==> src/mmf_pkg.sv <==
/*
  package for the mac mode, flags and address filter block: register
  layout, reset values, operation and addressing codes.
  assumes nothing beyond a systemverilog compiler.
*/
package mmf_pkg;

  // status/control and extension word bit positions
  localparam int unsigned POS_SAT     = 7;
  localparam int unsigned POS_SIGN    = 6;
  localparam int unsigned POS_FRAC    = 5;
  localparam int unsigned POS_ROUND   = 4;
  localparam int unsigned POS_NEG     = 3;
  localparam int unsigned POS_ZERO    = 2;
  localparam int unsigned POS_OVF     = 1;
  localparam int unsigned POS_CARRY   = 0;
  localparam int unsigned POS_EXT_MSK = 5;

  // reset values and upper half of the mask pattern
  localparam logic [7:0]  STATUS_RESET = 8'h00;
  localparam logic [15:0] FILTER_RESET = 16'hFFFF;
  localparam logic [15:0] FILTER_UPPER = 16'hFFFF;

  // address step for auto modes
  localparam logic [31:0] ADDR_STEP    = 32'h0000_0004;

  // half-way point of the discarded product half
  localparam logic [31:0] HALF_LSB     = 32'h8000_0000;

  // operation classes issued by the pipeline
  typedef enum logic [2:0] {
    OP_NONE,
    OP_MAC,
    OP_MSAC,
    OP_LOAD_ACC,
    OP_MULS,
    OP_MULU
  } op_type;

  // effective address modes
  typedef enum logic [1:0] {
    EA_INDIRECT,
    EA_POSTINC,
    EA_PREDEC,
    EA_DISP
  } ea_type;

  // decoded arithmetic mode
  typedef enum logic [1:0] {
    MODE_SIGNED_INT,
    MODE_UNSIGNED_INT,
    MODE_SIGNED_FRAC
  } mode_type;

endpackage
==> src/mmf_addr_filter.sv <==
/*
  operand address former for multiply-accumulate-with-move operations,
  with optional masking by the address filter register.
  assumes a single clock and a reset already synchronised by the top.
*/
`timescale 1ns/100ps
`default_nettype none

module mmf_addr_filter
(
  // clock and reset
  input  wire logic            clk,
  input  wire logic            rst_n,
  // request
  input  wire logic            req,
  input  wire mmf_pkg::ea_type mode,
  input  wire logic            mask_en,
  input  wire logic [31:0]     address_register,
  input  wire logic [15:0]     extended_displacement,
  input  wire logic [15:0]     filter,
  // result
  output logic                 valid,
  output logic [31:0]          operand_address,
  output logic [31:0]          next_address_register,
  output logic                 write_back
);

  logic [31:0] pattern;
  logic [31:0] mask_bits;
  logic [31:0] plus4;
  logic [31:0] minus4;
  logic [31:0] disp_sum;
  logic [31:0] next_oa;
  logic [31:0] next_ar;
  logic        next_wb;

  assign pattern   = {mmf_pkg::FILTER_UPPER, filter};
  assign mask_bits = mask_en ? pattern : 32'hFFFF_FFFF;
  assign plus4     = address_register + mmf_pkg::ADDR_STEP;
  assign minus4    = address_register - mmf_pkg::ADDR_STEP;
  assign disp_sum  = address_register
                   + {{16{extended_displacement[15]}}, extended_displacement};

  always_comb
  begin
    next_oa = address_register & mask_bits;
    next_ar = address_register;
    next_wb = 1'b0;
    case (mode)
      mmf_pkg::EA_INDIRECT:
      begin
        next_oa = address_register & mask_bits;
      end
      mmf_pkg::EA_POSTINC:
      begin
        next_oa = address_register;
        next_ar = plus4 & mask_bits;
        next_wb = 1'b1;
      end
      mmf_pkg::EA_PREDEC:
      begin
        next_oa = minus4 & mask_bits;
        next_ar = minus4 & mask_bits;
        next_wb = 1'b1;
      end
      mmf_pkg::EA_DISP:
      begin
        next_oa = disp_sum & mask_bits;
      end
      default:
      begin
        next_oa = address_register;
      end
    endcase
  end

  always_ff @(posedge clk or negedge rst_n)
  begin
    if (!rst_n)
    begin
      valid                 <= 1'b0;
      operand_address       <= 32'h0000_0000;
      next_address_register <= 32'h0000_0000;
      write_back            <= 1'b0;
    end
    else
    begin
      valid                 <= req;
      operand_address       <= next_oa;
      next_address_register <= next_ar;
      write_back            <= req & next_wb;
    end
  end

endmodule

`default_nettype wire

==> src/mmf_mac_control.sv <==
/*
  mode control, condition flags and operand address filtering of a
  multiply-accumulate unit, plus product rounding for fraction mode.
  assumes the core pipeline issues one operation per cycle with its
  result, and reaches the two registers through its own move ports.
*/
//
// Function
// - bit 5 selects fraction or integer operand interpretation.
// - fractions span -1 up to just under 1, 16 or 32 bits.
// - round_select clear truncates low product half in fraction mode.
// - round_select set rounds 64-bit product to nearest, ties even.
// - negative flag follows result msb, only accumulate and load ops.
// - zero flag marks zero result, only accumulate and load ops.
// - overflow sticks until accumulator load or status write.
// - carry bit always reads zero.
// - integer mode: sign_select 0 signed, 1 unsigned; rounding ignored.
// - fraction mode always signed; sign_select picks store rounding.
// - mask pattern is upper 0xFFFF, lower filter register.
// - masking only when extension word bit 5 is set.
// - indirect mode: address register ANDed with pattern.
// - post-increment: raw address used, register plus 4 masked.
// - pre-decrement: register minus 4 masked, used and written.
// - displacement sign-extended, added, then masked.
// - integer mode sign_select sets signedness and saturation limits.
// - filter resets to all ones, status to zero.
`timescale 1ns/100ps
`default_nettype none

module mmf_mac_control
(
  // clock and reset
  input  wire logic            clk,
  input  wire logic            arst_n,
  // status register move port
  input  wire logic            status_wr,
  input  wire logic [7:0]      status_wdata,
  output logic [7:0]           status_rdata,
  // filter register move port
  input  wire logic            filter_wr,
  input  wire logic [15:0]     filter_wdata,
  output logic [15:0]          filter_rdata,
  // operation from pipeline
  input  wire logic            op_valid,
  input  wire mmf_pkg::op_type op_kind,
  input  wire logic [31:0]     op_result,
  input  wire logic            op_overflow,
  // fraction product rounding
  input  wire logic            prod_valid,
  input  wire logic [63:0]     prod_in,
  output logic                 prod_out_valid,
  output logic [31:0]          prod_out,
  // accumulator store rounding
  input  wire logic            store_valid,
  input  wire logic [31:0]     store_acc,
  output logic                 store_out_valid,
  output logic [31:0]          store_out,
  // decoded modes
  output mmf_pkg::mode_type    arith_mode,
  output logic                 saturate_signed,
  output logic                 overflow_saturate_enable,
  // operand address request
  input  wire logic            addr_req,
  input  wire mmf_pkg::ea_type addr_mode,
  input  wire logic [15:0]     ext_word,
  input  wire logic [31:0]     address_register,
  input  wire logic [15:0]     extended_displacement,
  output logic                 addr_valid,
  output logic [31:0]          operand_address,
  output logic [31:0]          address_register_new,
  output logic                 address_register_wr
);

  logic       rst_meta;
  logic       rst_n;
  logic [7:0] status;
  logic [15:0] filter;

  // reset release through two flops
  always_ff @(posedge clk or negedge arst_n)
  begin
    if (!arst_n)
    begin
      rst_meta <= 1'b0;
      rst_n    <= 1'b0;
    end
    else
    begin
      rst_meta <= 1'b1;
      rst_n    <= rst_meta;
    end
  end

  // field views
  wire sat_en    = status[mmf_pkg::POS_SAT];
  wire sign_sel  = status[mmf_pkg::POS_SIGN];
  wire frac_mode = status[mmf_pkg::POS_FRAC];
  wire round_sel = status[mmf_pkg::POS_ROUND];
  wire ovf_flag  = status[mmf_pkg::POS_OVF];

  function automatic logic flag_op(input mmf_pkg::op_type k);
    flag_op = (k == mmf_pkg::OP_MAC) || (k == mmf_pkg::OP_MSAC)
           || (k == mmf_pkg::OP_LOAD_ACC);
  endfunction

  // round to nearest, ties to even, of a value split into hi and lo
  function automatic logic round_up(input logic lo_msb,
                                    input logic lo_rest_nz,
                                    input logic hi_lsb);
    round_up = lo_msb & (lo_rest_nz | hi_lsb);
  endfunction

  wire flag_upd = op_valid & flag_op(op_kind);
  wire acc_load = op_valid & (op_kind == mmf_pkg::OP_LOAD_ACC);

  wire next_neg  = op_result[31];
  wire next_zero = (op_result == 32'h0000_0000);
  // a direct write replaces the flag, a load clears it
  wire ovf_kept  = status_wr ? status_wdata[mmf_pkg::POS_OVF]
                             : (ovf_flag & ~acc_load);
  // set wins over a clear; a load drops its own overflow
  wire next_ovf  = ovf_kept | (flag_upd & op_overflow & ~acc_load);

  // next status
  logic [7:0] next_status;
  always_comb
  begin
    next_status = status;
    if (status_wr)
    begin
      next_status = status_wdata;
    end
    // n and z of a finishing op win over a same-cycle write
    if (flag_upd)
    begin
      next_status[mmf_pkg::POS_NEG]  = next_neg;
      next_status[mmf_pkg::POS_ZERO] = next_zero;
    end
    next_status[mmf_pkg::POS_OVF]   = next_ovf;
    next_status[mmf_pkg::POS_CARRY] = 1'b0;
  end

  always_ff @(posedge clk or negedge rst_n)
  begin
    if (!rst_n)
    begin
      status <= mmf_pkg::STATUS_RESET;
    end
    else
    begin
      status <= next_status;
    end
  end

  always_ff @(posedge clk or negedge rst_n)
  begin
    if (!rst_n)
    begin
      filter <= mmf_pkg::FILTER_RESET;
    end
    else if (filter_wr)
    begin
      filter <= filter_wdata;
    end
  end

  // read copies show the value after the edge, straight from a flop
  always_ff @(posedge clk or negedge rst_n)
  begin
    if (!rst_n)
    begin
      status_rdata <= mmf_pkg::STATUS_RESET;
    end
    else
    begin
      status_rdata <= next_status;
    end
  end

  always_ff @(posedge clk or negedge rst_n)
  begin
    if (!rst_n)
    begin
      filter_rdata <= mmf_pkg::FILTER_RESET;
    end
    else
    begin
      filter_rdata <= filter_wr ? filter_wdata : filter;
    end
  end

  // mode decode
  mmf_pkg::mode_type next_mode;
  assign next_mode = frac_mode ? mmf_pkg::MODE_SIGNED_FRAC :
                     (sign_sel ? mmf_pkg::MODE_UNSIGNED_INT
                               : mmf_pkg::MODE_SIGNED_INT);

  // decoded mode lags the status register by one cycle
  always_ff @(posedge clk or negedge rst_n)
  begin
    if (!rst_n)
    begin
      arith_mode <= mmf_pkg::MODE_SIGNED_INT;
    end
    else
    begin
      arith_mode <= next_mode;
    end
  end

  always_ff @(posedge clk or negedge rst_n)
  begin
    if (!rst_n)
    begin
      saturate_signed <= 1'b1;
    end
    else
    begin
      saturate_signed <= frac_mode | ~sign_sel;
    end
  end

  // saturation itself lives in the accumulator path
  always_ff @(posedge clk or negedge rst_n)
  begin
    if (!rst_n)
    begin
      overflow_saturate_enable <= 1'b0;
    end
    else
    begin
      overflow_saturate_enable <= sat_en;
    end
  end

  // product rounding; the 64-bit product of two signed fractions
  // carries its binary point below bit 63, so upper half is q31
  wire [31:0] prod_hi  = prod_in[63:32];
  wire [31:0] prod_lo  = prod_in[31:0];
  wire        prod_up  = round_up(prod_lo[31], |prod_lo[30:0], prod_hi[0]);
  logic [31:0] next_prod;
  always_comb
  begin
    next_prod = prod_hi;
    if (frac_mode && round_sel && prod_up)
    begin
      next_prod = prod_hi + 32'h0000_0001;
    end
    else
    begin
      next_prod = prod_hi;
    end
  end

  // strobe follows the product by one cycle
  always_ff @(posedge clk or negedge rst_n)
  begin
    if (!rst_n)
    begin
      prod_out_valid <= 1'b0;
    end
    else
    begin
      prod_out_valid <= prod_valid;
    end
  end

  // data flop runs free; only the strobe qualifies it
  always_ff @(posedge clk or negedge rst_n)
  begin
    if (!rst_n)
    begin
      prod_out <= 32'h0000_0000;
    end
    else
    begin
      prod_out <= next_prod;
    end
  end

  // accumulator store; rounding never alters the accumulator itself
  wire        st_up = round_up(store_acc[15], |store_acc[14:0], store_acc[16]);
  wire [15:0] st_hi = store_acc[31:16];
  logic [31:0] next_store;
  // round-to-16 on stores in fraction mode with sign_select set
  assign next_store = (frac_mode && sign_sel)
                    ? {16'h0000, 16'(st_hi + {15'h0000, st_up})}
                    : store_acc;

  always_ff @(posedge clk or negedge rst_n)
  begin
    if (!rst_n)
    begin
      store_out_valid <= 1'b0;
    end
    else
    begin
      store_out_valid <= store_valid;
    end
  end

  always_ff @(posedge clk or negedge rst_n)
  begin
    if (!rst_n)
    begin
      store_out <= 32'h0000_0000;
    end
    else
    begin
      store_out <= next_store;
    end
  end

  // operand address forming
  // extension word bit 5 enables mask
  mmf_addr_filter u_addr
  (
    .clk                   (clk),
    .rst_n                 (rst_n),
    .req                   (addr_req),
    .mode                  (addr_mode),
    .mask_en               (ext_word[mmf_pkg::POS_EXT_MSK]),
    .address_register      (address_register),
    .extended_displacement (extended_displacement),
    .filter                (filter),
    .valid                 (addr_valid),
    .operand_address       (operand_address),
    .next_address_register (address_register_new),
    .write_back            (address_register_wr)
  );

endmodule

`default_nettype wire

==> config.mk <==
export PLATFORM = sky130hd
export DESIGN_NAME = mmf_mac_control
export DESIGN_NICKNAME = d
export VERILOG_FILES = /design/src/mmf_pkg.sv /design/src/mmf_addr_filter.sv /design/src/mmf_mac_control.sv
export SDC_FILE = /design/constraint.sdc
export NUM_CORES = 1
export LEC_CHECK = 0
export ABC_AREA = 1
export BUFFER_PORTS_ARGS = -buffer_cell sky130_fd_sc_hd__buf_2
export CELL_PAD_IN_SITES_DETAIL_PLACEMENT = 1
export CELL_PAD_IN_SITES_GLOBAL_PLACEMENT = 1
export CORE_ASPECT_RATIO = 0.8
export CORE_MARGIN = 2
export CORE_UTILIZATION = 36
export CTS_CLUSTER_DIAMETER = 120
export DETAILED_ROUTE_END_ITERATION = 10
export PLACE_DENSITY_LB_ADDON = 0.2
export SYNTH_ARGS = -nofsm -noshare
export SYNTH_HDL_FRONTEND = slang
export SYNTH_SLANG_ARGS = --single-unit
export TNS_END_PERCENT = 30
==> constraint.sdc <==
create_clock -name clk -period 6.3 [get_ports clk]
set_input_delay 0.945 -clock clk [delete_from_list [all_inputs] [get_ports clk]]
set_output_delay 0.945 -clock clk [all_outputs]
set_load 0.03 [all_outputs]
==> metrics.csv <==
metric;value;unit
main area contributors after synthesis;sky130_fd_sc_hd__dfrtp_1 (30%), sky130_fd_sc_hd__nand2_1 (20%), sky130_fd_sc_hd__inv_1 (7.1%), sky130_fd_sc_hd__nor2_1 (5.4%), sky130_fd_sc_hd__nand3_1 (4.9%);
area of the core;32700;sq um
starting density of the core;36.8;%
Max IR drop VDD;0.199;mV
Hold Buf Count CTS;0;
warning count from the yosys run;0;
fraction of post-synthesis cell area in the top cell type by area;30.0;%
Max Fclk;369;MHz
total DRC errors in the routed layout;0;
Mapped Nets;2083;
power per cell area;221;nW/um^2
Pins Over Slew Limit;0;
setup slack at placement;3220;ps
Clock Path Buffers;2;
number of global-route vias before repair;13400;
Layout Area Growth over Synthesis;23.1;%
Via density;5.13;
Reg-to-Reg Start;status_rdata[5];
min Tclk post-route;2710;ps
outcome;finished, final reports clean;
type of element capturing the critical path;flip-flop;
total negative setup slack;0;ps
number of synthesized register bits;161;
count of standard-cell rows;59;
final hold slack;161;ps
count of flip-flops with a built-in enable after synthesis;0;
Total GRT Usage;28.4;%
final RePlAce weighted congestion;0.909;
detailed-routing iteration count for the pre-antenna-repair pass;5;
share of the clock period used by the worst path;43.1;%
register area share after synthesis;33.7;%
Cell Area, Synth;12000;sq um
dominant cell by count in the synthesized netlist;sky130_fd_sc_hd__nand2_1;
Reg2Reg Depth;4;
mean cell area of the mapped netlist;6.64;sq um
kind of launch point of the worst setup path;input pin;
wire per inst;19.1;microns
worst clock skew;12.6;ps
Reg-to-Reg End;store_out[2];
number of antenna violations at the first check in global routing;0;
max_cap viols;0;
Routed Antenna Nets;0;
slack of the critical path;3590;ps
hpwl dp;39900;microns
CP max FO;7;
Die Span Y;168;microns
# Post-CTS Setup Buffers;0;
deepest level of the CTS H-tree;4;
Commonest cells post-synth;sky130_fd_sc_hd__nand2_1 (628), sky130_fd_sc_hd__inv_1 (229), sky130_fd_sc_hd__nor2_1 (173);
first-pass GRT wire length;77000;microns
unrepaired setup endpoints after global routing;false;
fill count;4421;
number of buffers added by the clock tree synthesis step;17;
fraction of synthesis flops using an asynchronous set or reset pin;100;%
number of gates resized after CTS;0;
buffer cell driving the clock tree root;sky130_fd_sc_hd__clkbuf_16;
class of the tightest hold or removal check;flip-flop to async pin;
routed vias;13300;
initial DRC count;739;
TritonCTS clock tree;yes;
transition time at the pin with the least slew margin;1020;ps
gate count after technology mapping;1813;
Arrival @ worst endpoint;2990;ps
total routed wirelength;49600;microns
worst endpoint required time;6580;ps
flop2flop setup slack;4110;ps
number of sinks on the clock net;161;
Setup CP Type;input pin to flip-flop;
number of nets in the layout;2428;
final hold viol count;0;
share of post-route cells with drive strength above 1;23.7;%
Reg clk slew, reported paths;80;ps
final-report setup violation count;0;
number of diodes;0;
number of distinct library cells after synthesis;58;
total congestion overflow;0;
count of input and output buffers;372;
overall die area;34900;sq um
number of top-level design ports;390;
most instantiated flip-flop cell in the synthesis netlist;sky130_fd_sc_hd__dfrtp_1;
tightest slew margin relative to the limit;32.1;%
Worst-Skew Late Latency;460;ps
pin count of the biggest net entering global routing;77;
die span in x;208;microns
cell taking the most area after synthesis;sky130_fd_sc_hd__dfrtp_1;
leakage power;7.96;nW
power breakdown:
part / switching, mW / internal, mW
combinational: 0.733 / 0.289
clock: 0.533 / 0.533
sequential: 0.0370 / 1.14
state kept, by name, indices dropped and copies added, names as in the netlist:
| name | flops |
|---|---|
| filter_rdata | 16 |
| store_out_valid | 1 |
| rst_meta | 1 |
| store_out | 32 |
| u_addr.next_address_register | 32 |
| saturate_signed | 1 |
| u_addr.write_back | 1 |
| rst_n | 1 |
| u_addr.valid | 1 |
| prod_out_valid | 1 |
| u_addr.operand_address | 32 |
| arith_mode | 2 |
| overflow_saturate_enable | 1 |
| prod_out | 32 |
| status_rdata | 7 |
area by class of cell:
class / count / area, sq um / share of cell area, %
clock buffer: 17 / 425 / 2.87
clock inverter: 15 / 164 / 1.11
tap: 427 / 534 / 3.61
sequential: 161 / 4050 / 27.4
timing repair buffer: 380 / 1920 / 13.0
inverter: 241 / 906 / 6.12
multi-input combinational: 1357 / 6810 / 46.0
metrics by stage:
stage                     util [%]  power, mW  std cells  cell area [sq um]
after floorplan                  -       1.83       1813              12000
after global placement        43.5       2.19       2566              14200
after detailed placement      43.5       2.21       2566              14200
after CTS                     45.3       3.30       2598              14800
after global routing          45.3       3.44       2598              14800
final                         45.3       3.27       2598              14800
worst max path at each step:
stage	from	end	cells after the start	slack (ps)
after floorplan	rst_n	arith_mode[0]	0	1510
after global placement	address_register[3]	u_addr.next_address_register[18]	11	3270
after detailed placement	address_register[3]	u_addr.next_address_register[18]	11	3220
after CTS	address_register[3]	u_addr.next_address_register[18]	11	3680
after global routing	address_register[13]	u_addr.operand_address[23]	14	3470
final	address_register[3]	u_addr.next_address_register[18]	11	3590
placed cells by master, fill, tap and decap left out, types with 17 or more instances in the layout:
cell type	n
sky130_fd_sc_hd__nand2_1	628
sky130_fd_sc_hd__buf_2	372
sky130_fd_sc_hd__inv_1	229
sky130_fd_sc_hd__nor2_1	173
sky130_fd_sc_hd__dfrtp_1	143
sky130_fd_sc_hd__nand3_1	118
sky130_fd_sc_hd__o21ai_0	63
sky130_fd_sc_hd__a21oi_1	51
sky130_fd_sc_hd__ha_1	38
sky130_fd_sc_hd__nand4_1	33
sky130_fd_sc_hd__xor2_1	33
sky130_fd_sc_hd__nor3_1	30
sky130_fd_sc_hd__a31oi_1	23
sky130_fd_sc_hd__nor4_1	22
sky130_fd_sc_hd__xnor2_1	17
sky130_fd_sc_hd__clkbuf_16	17
sky130_fd_sc_hd__dfstp_2	17
metal layers:
layer  vias to the layer above  track usage (%)  share of wire (%)
met4                         0             7.04                2.0
met1                      6365             40.4                 48
met5                         -                0                  0
met3                        55             5.12                6.0
met2                       428             44.7                 44
li1                       6472                -                  -
cells by family after synthesis:
kind of cell               synth area share [%]
and+or+nand+nor                            39.0
adders and majority gates                  4.22
muxes                                      1.21
xor gates and xnor gates                   3.64
buffers and inverters                      9.79
AOI/OAI and AO/OA                          8.41
DFF                                        33.7
other                                    0.0624
worst max-delay path: stages:
cell and delay, ps:
sky130_fd_sc_hd__buf_2 210, sky130_fd_sc_hd__ha_1 420, sky130_fd_sc_hd__nand3_2 240, sky130_fd_sc_hd__nor2_2 280, sky130_fd_sc_hd__nand2_2 110, sky130_fd_sc_hd__nor2_2 100
sky130_fd_sc_hd__inv_2 70, sky130_fd_sc_hd__nor2_4 140, sky130_fd_sc_hd__nand3_1 120, sky130_fd_sc_hd__o21ai_1 170, sky130_fd_sc_hd__a31oi_1 170
No activity file was read; power rests on OpenSTA's default activity.
